**config.mk**
```make
export PLATFORM = sky130hd
export DESIGN_NAME = scf_monitor
export DESIGN_NICKNAME = d
export VERILOG_FILES = /design/src/rtl/scf_pkg.sv /design/src/rtl/scf_monitor.sv
export SDC_FILE = /design/constraint.sdc
export NUM_CORES = 2
export LEC_CHECK = 0
export BUFFER_PORTS_ARGS = -buffer_cell sky130_fd_sc_hd__buf_2
export CAP_MARGIN = 20
export CELL_PAD_IN_SITES_DETAIL_PLACEMENT = 2
export CELL_PAD_IN_SITES_GLOBAL_PLACEMENT = 2
export CORE_AREA = 2 2 347 520
export CTS_BUF_LIST = sky130_fd_sc_hd__clkbuf_8
export DETAILED_ROUTE_END_ITERATION = 8
export DIE_AREA = 0 0 349 522
export PLACE_DENSITY = 0.76
export SLEW_MARGIN = 20
export SYNTH_ARGS = -nofsm -noshare
export SYNTH_HDL_FRONTEND = slang
export SYNTH_SLANG_ARGS = --single-unit
```
**constraint.sdc**
```tcl
create_clock -name clk_i -period 8.89 [get_ports clk_i]
set_input_delay 0.889 -clock clk_i [delete_from_list [all_inputs] [get_ports clk_i]]
set_output_delay 0.889 -clock clk_i [all_outputs]
set_load 0.02 [all_outputs]
```
**src/rtl/scf_pkg.sv**
```systemverilog
// constants, types and register map of the signal conflict fault timer
// How it works
// - watchdog period 1.0 s selected, else 1.5 s
// - brown-out after 400 ms or 80 ms low line
// - unlatched watchdog fault clears on power event
// - latched watchdog fault clears only on reset
// - jumper inverts relay common sense active level
// - unplugged red cable latches fault, forces flash
// - either override input suppresses red failure only
// - override active after 550 ms high
// - red on after 500 ms continuous high
// - green or yellow on after 500 ms high
// - faults except brown-out and unlatched watchdog latch until panel, remote or register reset
// - red failure after no indication, type timed
// - per-channel enable for red failure monitoring
// - red failure needs enable, no override, relay inactive
// - yellow under 2.7 s after green faults
// - per-channel enable for clearance monitoring
// - clearance suppressed by inhibit, enable, relay common
package scf_pkg;
    localparam int NCH = 18;
    localparam int CLK_NS = 10;
    localparam int MS_NS = 1000000;
    localparam int TICK_CYC = MS_NS / CLK_NS;
    // all timings below are in milliseconds of the tick
    localparam logic [10:0] WDT_FAST_MS = 11'h3E8;
    localparam logic [10:0] WDT_SLOW_MS = 11'h5DC;
    localparam logic [10:0] BO_LONG_MS = 11'h190;
    localparam logic [10:0] BO_SHORT_MS = 11'h050;
    localparam logic [9:0] QUAL_MS = 10'h1F4;
    localparam logic [9:0] SF_QUAL_MS = 10'h226;
    localparam logic [10:0] RF_A_MS = 11'h352;
    localparam logic [10:0] RF_B_MS = 11'h546;
    localparam logic [11:0] CLR_MS = 12'hA8C;
    // register byte offsets
    localparam logic [7:0] REG_CTRL = 8'h00;
    localparam logic [7:0] REG_RED_EN = 8'h04;
    localparam logic [7:0] REG_CLR_EN = 8'h08;
    localparam logic [7:0] REG_YEL_INH = 8'h0C;
    localparam logic [7:0] REG_FAULT = 8'h10;
    localparam logic [7:0] REG_IRQ_STAT = 8'h14;
    localparam logic [7:0] REG_IRQ_MASK = 8'h18;
    localparam logic [7:0] REG_RF_CH = 8'h1C;
    localparam logic [7:0] REG_CLR_CH = 8'h20;
    localparam int CTRL_RST_BIT = 8;
    localparam int RELAY_BIT = 5;
    // fault and interrupt bit positions
    localparam int F_WDT = 0;
    localparam int F_BO = 1;
    localparam int F_CABLE = 2;
    localparam int F_RED = 3;
    localparam int F_CLR = 4;
    localparam int NFLT = 5;

    typedef struct packed {
        logic [NCH-1:0] red;
        logic [NCH-1:0] yel;
        logic [NCH-1:0] grn;
        logic sf1;
        logic sf2;
        logic red_enable;
        logic relay_common_sense;
        logic red_interface_cable;
        logic watchdog;
        logic ac_low;
        logic power_fail;
        logic panel_reset;
        logic remote_reset;
    } scf_pins_type;

    typedef struct packed {
        logic ctrl_type;
        logic relay_pol;
        logic wdt_latch;
        logic bo_sel;
        logic wdt_sel;
    } scf_cfg_type;
endpackage

```
**src/rtl/scf_monitor.sv**
```systemverilog
// fault timing and qualification logic of the signal conflict monitor
module scf_monitor
    import scf_pkg::*;
#(
    parameter int TICK_CYCLES = TICK_CYC
) (
    input wire logic clk_i,
    input wire logic rst_i,
    input wire scf_pins_type pins_i,
    input wire logic wb_cyc_i,
    input wire logic wb_stb_i,
    input wire logic wb_we_i,
    input wire logic [7:0] wb_adr_i,
    input wire logic [3:0] wb_sel_i,
    input wire logic [31:0] wb_dat_i,
    output logic [31:0] wb_dat_o,
    output logic wb_ack_o,
    output logic irq_o,
    output logic relay_o,
    output logic fault_o
);
    localparam int TW = $clog2(TICK_CYCLES + 1);
    localparam logic [TW-1:0] TICK_LAST = TW'(TICK_CYCLES - 1);

    typedef struct packed {
        scf_pins_type s1;
        scf_pins_type s2;
        scf_pins_type s3;
        scf_pins_type f;
        logic wd_prev;
        logic [TW-1:0] tick_cnt;
        logic tick;
        logic [NCH-1:0][9:0] rq_cnt;
        logic [NCH-1:0][9:0] yq_cnt;
        logic [NCH-1:0][9:0] gq_cnt;
        logic [9:0] sf1_cnt;
        logic [9:0] sf2_cnt;
        logic [9:0] cab_cnt;
        logic [10:0] wdt_cnt;
        logic [10:0] bo_cnt;
        logic bo;
        logic [NCH-1:0][10:0] rf_cnt;
        logic [NCH-1:0][11:0] yel_cnt;
        logic [NCH-1:0] armed;
        logic [NCH-1:0] rf_ch;
        logic [NCH-1:0] clr_ch;
        logic [NFLT-1:0] fault;
        scf_cfg_type cfg;
        logic [NCH-1:0] red_en;
        logic [NCH-1:0] clr_en;
        logic [NCH-1:0] yinh;
        logic [NFLT-1:0] irq_stat;
        logic [NFLT-1:0] irq_mask;
        logic [31:0] dat;
        logic ack;
        logic irq;
        logic relay;
        logic fault_any;
    } scf_state_type;

    scf_state_type st;
    scf_state_type nx;

    // saturating duration counter, cleared at once when the input drops
    function automatic logic [9:0] qual_cnt(input logic [9:0] c,
                                            input logic in,
                                            input logic tick,
                                            input logic [9:0] lim);
        if (!in) begin
            qual_cnt = '0;
        end else if (tick && c < lim) begin
            qual_cnt = c + 10'h001;
        end else begin
            qual_cnt = c;
        end
    endfunction

    function automatic logic [31:0] wr32(input logic [31:0] old,
                                         input logic [31:0] val,
                                         input logic [3:0] sel);
        logic [31:0] m;
        m = {{8{sel[3]}}, {8{sel[2]}}, {8{sel[1]}}, {8{sel[0]}}};
        wr32 = (old & ~m) | (val & m);
    endfunction

    logic relay_act;
    logic sf_act;
    logic rf_gate;
    logic clr_gate;
    logic rst_cmd;
    logic pwr_evt;
    logic wdt_trip;
    logic cable_gone;
    logic req;
    logic wr;
    logic [10:0] rf_lim;
    logic [10:0] wdt_lim;
    logic [10:0] bo_lim;
    logic [NCH-1:0] red_q;
    logic [NCH-1:0] yel_q;
    logic [NCH-1:0] grn_q;
    logic [NCH-1:0] rf_hit;
    logic [NCH-1:0] clr_hit;
    logic [NFLT-1:0] hits;
    logic [NFLT-1:0] fclr;
    logic [NFLT-1:0] w1c;
    logic [31:0] wreg;

    always_comb begin
        nx = st;
        red_q = '0;
        yel_q = '0;
        grn_q = '0;
        rf_hit = '0;
        clr_hit = '0;
        w1c = '0;
        wreg = '0;
        // three-stage synchroniser; a change counts when stages 2 and 3 agree
        nx.s1 = pins_i;
        nx.s2 = st.s1;
        nx.s3 = st.s2;
        nx.f = scf_pins_type'((st.s3 & ~(st.s2 ^ st.s3))
                              | (st.f & (st.s2 ^ st.s3)));
        // millisecond time base shared by every duration counter
        nx.tick = 1'b0;
        if (st.tick_cnt == TICK_LAST) begin
            nx.tick_cnt = '0;
            nx.tick = 1'b1;
        end else begin
            nx.tick_cnt = st.tick_cnt + TW'(1);
        end

        relay_act = st.f.relay_common_sense ^ st.cfg.relay_pol;
        nx.sf1_cnt = qual_cnt(st.sf1_cnt, st.f.sf1, st.tick,
                              SF_QUAL_MS);
        nx.sf2_cnt = qual_cnt(st.sf2_cnt, st.f.sf2, st.tick,
                              SF_QUAL_MS);
        sf_act = (st.sf1_cnt == SF_QUAL_MS)
                 || (st.sf2_cnt == SF_QUAL_MS);
        rf_gate = st.f.red_enable && !sf_act && !relay_act;
        clr_gate = st.f.red_enable && !relay_act;
        rf_lim = st.cfg.ctrl_type ? RF_B_MS : RF_A_MS;
        wdt_lim = st.cfg.wdt_sel ? WDT_FAST_MS : WDT_SLOW_MS;
        bo_lim = st.cfg.bo_sel ? BO_LONG_MS : BO_SHORT_MS;

        // register bus: one cycle to ack, write lands with the ack
        req = wb_cyc_i && wb_stb_i && !st.ack;
        wr = req && wb_we_i;
        nx.ack = req;
        rst_cmd = st.f.panel_reset || st.f.remote_reset
                  || (wr && wb_adr_i == REG_CTRL && wb_sel_i[1]
                      && wb_dat_i[CTRL_RST_BIT]);

        // brown-out: low line must persist for the selected time
        if (!st.f.ac_low) begin
            nx.bo_cnt = '0;
        end else if (st.tick && st.bo_cnt < bo_lim) begin
            nx.bo_cnt = st.bo_cnt + 11'h001;
        end
        nx.bo = st.f.ac_low && (st.bo_cnt >= bo_lim);
        pwr_evt = st.f.power_fail || st.bo;

        // watchdog: any edge restarts the period; held at zero during power events
        nx.wd_prev = st.f.watchdog;
        if ((st.f.watchdog ^ st.wd_prev) || pwr_evt) begin
            nx.wdt_cnt = '0;
        end else if (st.tick && st.wdt_cnt < wdt_lim) begin
            nx.wdt_cnt = st.wdt_cnt + 11'h001;
        end
        wdt_trip = st.wdt_cnt >= wdt_lim;

        // cable detect is debounced so a reset glitch cannot latch a fault
        nx.cab_cnt = qual_cnt(st.cab_cnt, !st.f.red_interface_cable,
                              st.tick, QUAL_MS);
        cable_gone = st.cab_cnt == QUAL_MS;

        for (int i = 0; i < NCH; i++) begin
            nx.rq_cnt[i] = qual_cnt(st.rq_cnt[i], st.f.red[i], st.tick,
                                    QUAL_MS);
            nx.yq_cnt[i] = qual_cnt(st.yq_cnt[i], st.f.yel[i], st.tick,
                                    QUAL_MS);
            nx.gq_cnt[i] = qual_cnt(st.gq_cnt[i], st.f.grn[i], st.tick,
                                    QUAL_MS);
            red_q[i] = st.rq_cnt[i] == QUAL_MS;
            yel_q[i] = st.yq_cnt[i] == QUAL_MS;
            grn_q[i] = st.gq_cnt[i] == QUAL_MS;

            // absence of any qualified indication
            if (!rf_gate || !st.red_en[i] || red_q[i] || yel_q[i]
                || grn_q[i]) begin
                nx.rf_cnt[i] = '0;
            end else if (st.tick && st.rf_cnt[i] < rf_lim) begin
                nx.rf_cnt[i] = st.rf_cnt[i] + 11'h001;
            end
            rf_hit[i] = rf_gate && st.red_en[i]
                        && st.rf_cnt[i] >= rf_lim;

            // clearance: yellow time after green, judged when red arrives
            if (grn_q[i]) begin
                nx.armed[i] = 1'b1;
                nx.yel_cnt[i] = '0;
            end else if (st.armed[i]) begin
                if (yel_q[i] && st.tick && st.yel_cnt[i] < CLR_MS) begin
                    nx.yel_cnt[i] = st.yel_cnt[i] + 12'h001;
                end
                if (red_q[i]) begin
                    nx.armed[i] = 1'b0;
                    clr_hit[i] = st.yel_cnt[i] < CLR_MS && st.clr_en[i]
                                 && !st.yinh[i] && clr_gate;
                end
            end
        end

        hits = '0;
        hits[F_WDT] = wdt_trip;
        hits[F_CABLE] = cable_gone;
        hits[F_RED] = |rf_hit;
        hits[F_CLR] = |clr_hit;
        fclr = rst_cmd ? '1 : '0;
        if (pwr_evt && !st.cfg.wdt_latch) begin
            fclr[F_WDT] = 1'b1;
        end
        // a fault still present wins over the clearing command
        nx.fault = (st.fault & ~fclr) | hits;
        nx.fault[F_BO] = st.bo;
        nx.rf_ch = (rst_cmd ? '0 : st.rf_ch) | rf_hit;
        nx.clr_ch = (rst_cmd ? '0 : st.clr_ch) | clr_hit;

        // register writes
        if (wr) begin
            wreg = wr32(32'h00000000, wb_dat_i, wb_sel_i);
            unique case (wb_adr_i)
                REG_CTRL: nx.cfg = scf_cfg_type'(5'(
                    wr32({27'h0000000, st.cfg}, wb_dat_i, wb_sel_i)));
                REG_RED_EN: nx.red_en = NCH'(wr32({14'h0000, st.red_en},
                                                  wb_dat_i, wb_sel_i));
                REG_CLR_EN: nx.clr_en = NCH'(wr32({14'h0000, st.clr_en},
                                                  wb_dat_i, wb_sel_i));
                REG_YEL_INH: nx.yinh = NCH'(wr32({14'h0000, st.yinh},
                                                 wb_dat_i, wb_sel_i));
                REG_IRQ_STAT: w1c = wreg[NFLT-1:0];
                REG_IRQ_MASK: nx.irq_mask = NFLT'(wr32({27'h0000000,
                                              st.irq_mask}, wb_dat_i, wb_sel_i));
                default: ;
            endcase
        end
        // new faults and brown-out onset raise sticky bits; set beats clear
        nx.irq_stat = (st.irq_stat & ~w1c) | (nx.fault & ~st.fault);
        nx.irq = |(nx.irq_stat & nx.irq_mask);
        // relay stays energised only while nothing is wrong
        nx.relay = ~|nx.fault;
        nx.fault_any = |nx.fault;

        nx.dat = '0;
        if (req && !wb_we_i) begin
            unique case (wb_adr_i)
                REG_CTRL: nx.dat = {27'h0000000, st.cfg};
                REG_RED_EN: nx.dat = {14'h0000, st.red_en};
                REG_CLR_EN: nx.dat = {14'h0000, st.clr_en};
                REG_YEL_INH: nx.dat = {14'h0000, st.yinh};
                REG_FAULT: nx.dat = {26'h0000000, st.relay, st.fault};
                REG_IRQ_STAT: nx.dat = {27'h0000000, st.irq_stat};
                REG_IRQ_MASK: nx.dat = {27'h0000000, st.irq_mask};
                REG_RF_CH: nx.dat = {14'h0000, st.rf_ch};
                REG_CLR_CH: nx.dat = {14'h0000, st.clr_ch};
                default: nx.dat = '0;
            endcase
        end
    end

    always_ff @(posedge clk_i) begin
        if (rst_i) begin
            st <= '0;
        end else begin
            st <= nx;
        end
    end

    assign wb_dat_o = st.dat;
    assign wb_ack_o = st.ack;
    assign irq_o = st.irq;
    assign relay_o = st.relay;
    assign fault_o = st.fault_any;

    // relay and fault outputs are registered from the same next state
    relay_drop_a: assert property (
        @(posedge clk_i) disable iff (rst_i)
        (|st.fault) |-> !relay_o && fault_o)
        else $error("relay energised while a fault is held");
    fault_hold_a: assert property (
        @(posedge clk_i) disable iff (rst_i)
        (st.fault[F_RED] && !rst_cmd) |=> st.fault[F_RED])
        else $error("red failure dropped without reset");
    wdt_latch_a: assert property (
        @(posedge clk_i) disable iff (rst_i)
        (st.fault[F_WDT] && st.cfg.wdt_latch && !rst_cmd)
        |=> st.fault[F_WDT])
        else $error("latched watchdog fault lost");
    wdt_clear_a: assert property (
        @(posedge clk_i) disable iff (rst_i)
        (st.fault[F_WDT] && !st.cfg.wdt_latch && pwr_evt && !wdt_trip)
        |=> !st.fault[F_WDT])
        else $error("watchdog fault kept across power event");
    wdt_early_a: assert property (
        @(posedge clk_i) disable iff (rst_i)
        (!st.fault[F_WDT] && st.wdt_cnt < wdt_lim) |=> !st.fault[F_WDT])
        else $error("watchdog fault before its period");
    bo_early_a: assert property (
        @(posedge clk_i) disable iff (rst_i)
        (st.f.ac_low && st.bo_cnt < bo_lim) |=> !st.bo)
        else $error("brown-out declared before its time");
    rf_gate_a: assert property (
        @(posedge clk_i) disable iff (rst_i)
        !rf_gate |=> (st.rf_cnt == '0))
        else $error("red failure timed while gated off");
    rf_chan_a: assert property (
        @(posedge clk_i) disable iff (rst_i)
        $rose(st.rf_ch[0]) |-> $past(st.red_en[0]))
        else $error("red failure on disabled channel");
    rf_trip_a: assert property (
        @(posedge clk_i) disable iff (rst_i)
        (|rf_hit) |=> st.fault[F_RED] && !relay_o)
        else $error("red failure not latched");
    clr_gate_a: assert property (
        @(posedge clk_i) disable iff (rst_i)
        $rose(st.clr_ch[2])
        |-> $past(st.clr_en[2] && !st.yinh[2] && clr_gate))
        else $error("clearance fault while suppressed");
    clr_trip_a: assert property (
        @(posedge clk_i) disable iff (rst_i)
        (st.armed[2] && red_q[2] && !grn_q[2] && st.yel_cnt[2] < CLR_MS
         && st.clr_en[2] && !st.yinh[2] && clr_gate)
        |=> st.fault[F_CLR] && st.clr_ch[2])
        else $error("short yellow not flagged");
    red_qual_a: assert property (
        @(posedge clk_i) disable iff (rst_i)
        $rose(red_q[0]) |-> $past(st.f.red[0]) && $past(st.tick))
        else $error("red qualified without a high input");
    sf_idle_a: assert property (
        @(posedge clk_i) disable iff (rst_i)
        (!st.f.sf1 && !st.f.sf2) |=> !sf_act)
        else $error("override active without a high input");
    cable_a: assert property (
        @(posedge clk_i) disable iff (rst_i)
        cable_gone |=> st.fault[F_CABLE] && !relay_o)
        else $error("cable removal not latched");
    sf_mask_a: assert property (
        @(posedge clk_i) disable iff (rst_i)
        sf_act |=> (st.rf_cnt == '0)
                   && ((st.rf_ch & ~$past(st.rf_ch)) == '0))
        else $error("red failure timed under an override");
    irq_level_a: assert property (
        @(posedge clk_i) disable iff (rst_i)
        irq_o == (|(st.irq_stat & st.irq_mask)))
        else $error("interrupt line disagrees with status");
    bus_ack_a: assert property (
        @(posedge clk_i) disable iff (rst_i)
        (wb_cyc_i && wb_stb_i && !wb_ack_o) |=> wb_ack_o ##1 !wb_ack_o)
        else $error("bus ack not a one-cycle pulse");
endmodule // scf_monitor

```
==> metrics.txt <==
most frequent cells in the layout dfxtp_1 (1430), nor2_1 (1097), nand2_1 (555), xor2_1 (421), a21oi_1 (381); clk buf depth 4; unrepaired setup endpoints after global routing false; status finished clean; Final Cell Area 69700 µm²; largest net degree at the start of global routing 86; Synth area leaders dfxtp_1 (46%), nor2_1 (6.7%), xor2_1 (6.0%), ha_1 (5.1%), nand2_1 (3.4%); first-pass GRT wire length 292000 µm; cts hold-fix bufs 0; Main synth FF type dfxtp_1; Max Used Layer met5; Reg-to-Reg End fault_o; r2r worst-path depth 11; crit-path max FO 18; Tot GR Track Use 19.3%; Synth warnings 0; slew margin rel. 27.4%; grt ovf 0; syn avg cell area 8.82 µm²; P_leak 24.3 nW; Setup-failing EPs final 0; Pins Over Slew Limit 0; Synth Register Bits 1432; met3 routed WL 5220 µm; clk root buf clkbuf_8; Area growth, synth to finish 12.8%; Hold Crit Endpoint nx[1333]; CTS tree yes; Die X-Extent 349 µm; num rows 190; Layout Skew 0.0755 ns; Die Span Y 522 µm; Synth cell types 87; post-route ant nets 0; Pre-antenna DRT Iters 6; type of the tightest min-delay check in -> reg; DRC 0; reg-to-reg slack, setup 4.64 ns; starting density of the core 34.7%; Post-Route WL 178000 µm; core area 178000 µm²; layout cells sized above 1 7.64%; Post-synth EDFFs 0; GPL Wtd Cong 0.780; clock buffer count from CTS 236; initial antenna violation count 13; post-place setup slack 4.27 ns; HPWL after detailed placement 126000 µm; wl on met1 75200 µm; Resized cells post-CTS 0; worst setup path class reg -> reg; leading area contributor after synthesis dfxtp_1; sequential share of the synthesized area 46.3%; Fmax 235 MHz; Worst EP required 9.73 ns; P per Cell Area 182 nW/µm²; area of the die 182000 µm²; Worst setup SP type flip-flop; Hold Startpoint pins_i[15]; layout net count 7583; Mapped Cells 7016; mapped cell area 61900 µm²; TNS Setup 0 ns; H-tree levels 4; async set or reset register ratio after synthesis 0%; Buffers on Ports 119; DRC marker count from the first detailed-route iteration 1738; placed inst area 64800 µm²; worst skew pair latency 0.96 ns; post-synth top area share 46.3%; clk sinks 1432; Final min period 4.25 ns; setup ws final 4.64 ns; Clock Pin Slew Worst Setup and Hold Paths 0.07 ns; Final Cycle Share 47.8%; Routed met2 length 92800 µm; final hold vios 0; max-cap violations 0; peak supply drop 0.103 mV; Critical Path AT 5.10 ns; postcts setup bufs 0; fin util 39.2%; I/O Pins 149; Vias/cell 5.24; crit path capture type flip-flop; routed via count 50900; WHS Path Cells 2; Slew @ Worst Pin 1.08 ns; vias in the first global route 55800; WL per Instance 18.3 µm; most common cell after layout, fill and taps aside dfxtp_1
==> synthesized netlist by cell type, types with 149 or more instances <==
library cell  instances
nand4_1             222
o21ai_0             287
nor2_1             1097
xnor2_1             206
a21oi_1             381
inv_1               286
and3_1              179
or3_1               196
xor2_1              421
dfxtp_1            1432
nand3_1             241
nor2b_1             206
clkbuf_1            149
ha_1                253
nand2_1             555
==> registers in the layout (all words and copies together) (netlist names), named ones only <==
| register | flops |
|---|---|
| irq_o | 1 |
| wb_ack_o | 1 |
| relay_o | 1 |
| fault_o | 1 |
| wb_dat_o | 18 |
| nx | 129 |
| st | 1158 |
==> cell families after synthesis <==
kind of cell / after synthesis / synth area share [%]
buffers and inverters: 484 / 3.14
AO/OA/AOI/OAI: 937 / 9.00
adder cells (fa/ha/maj): 253 / 5.12
AND/OR/NAND/NOR: 3158 / 25.5
multiplexers: 124 / 2.01
flip-flops: 1432 / 46.3
XOR/XNOR: 627 / 8.88
other: 1 / 0.00606
==> power by group <==
group	internal (W)	switching, W	total (W)
Sequential	0.00646	0.0000210	0.00648
Combinational	0.0000459	0.000112	0.000157
Clock	0.00330	0.00276	0.00607
Total	0.00981	0.00290	0.0127
==> final cells by class <==
class | count | area, µm²
flip-flops and latches | 1432 | 28700
inverters | 287 | 1080
fillers | 19800 | 108000
repair buffers | 147 | 817
diodes | 9 | 22.5
clock buffers | 303 | 4170
well taps | 2304 | 2880
multi-input cells | 5113 | 31300
clock inverters | 118 | 761
==> routing by layer <==
metal | GRT usage, % | vias to the layer above
met5 | 0 | -
met4 | 5.86 | 6
met3 | 2.73 | 322
met2 | 36.4 | 581
met1 | 22.4 | 25400
li1 | - | 24500
==> worst max path at each step <==
| stage | start | to | slack [ns] | cells after the start |
|---|---|---|---|---|
| 6_report | flip-flop | fault_o | 4.64 | 11 |
| 5_1_grt | flip-flop | fault_o | 4.53 | 11 |
| 4_1_cts | flip-flop | fault_o | 4.61 | 11 |
| 3_5_place_dp | rst_i | st[568] | 4.27 | 7 |
| 3_3_place_gp | rst_i | st[568] | 4.31 | 7 |
| 2_1_floorplan | flip-flop | fault_o | 4.78 | 10 |
==> through the flow <==
stage / total power [W] / hold slack [ns] / std cells
finish: 0.0127 / 0.143 / 9713
CTS: 0.0130 / 0.0284 / 9703
global placement: 0.00677 / 0.421 / 9281
floorplan: 0.00670 / 0.414 / 7029
detailed placement: 0.00678 / 0.428 / 9282
global route: 0.0132 / 0.0602 / 9708
==> critical path, stage by stage, from the launching register on <==
cell	delay [ns]
dfxtp_2	0.32
inv_1	0.50
buf_4	0.44
ha_1	0.32
a211o_1	0.29
a311o_1	0.38
o21a_1	0.20
o211ai_1	0.60
nand3_1	0.16
a31oi_1	0.27
o21ai_1	0.19
o41a_1	0.43
Power figures use the tool's default switching activity.
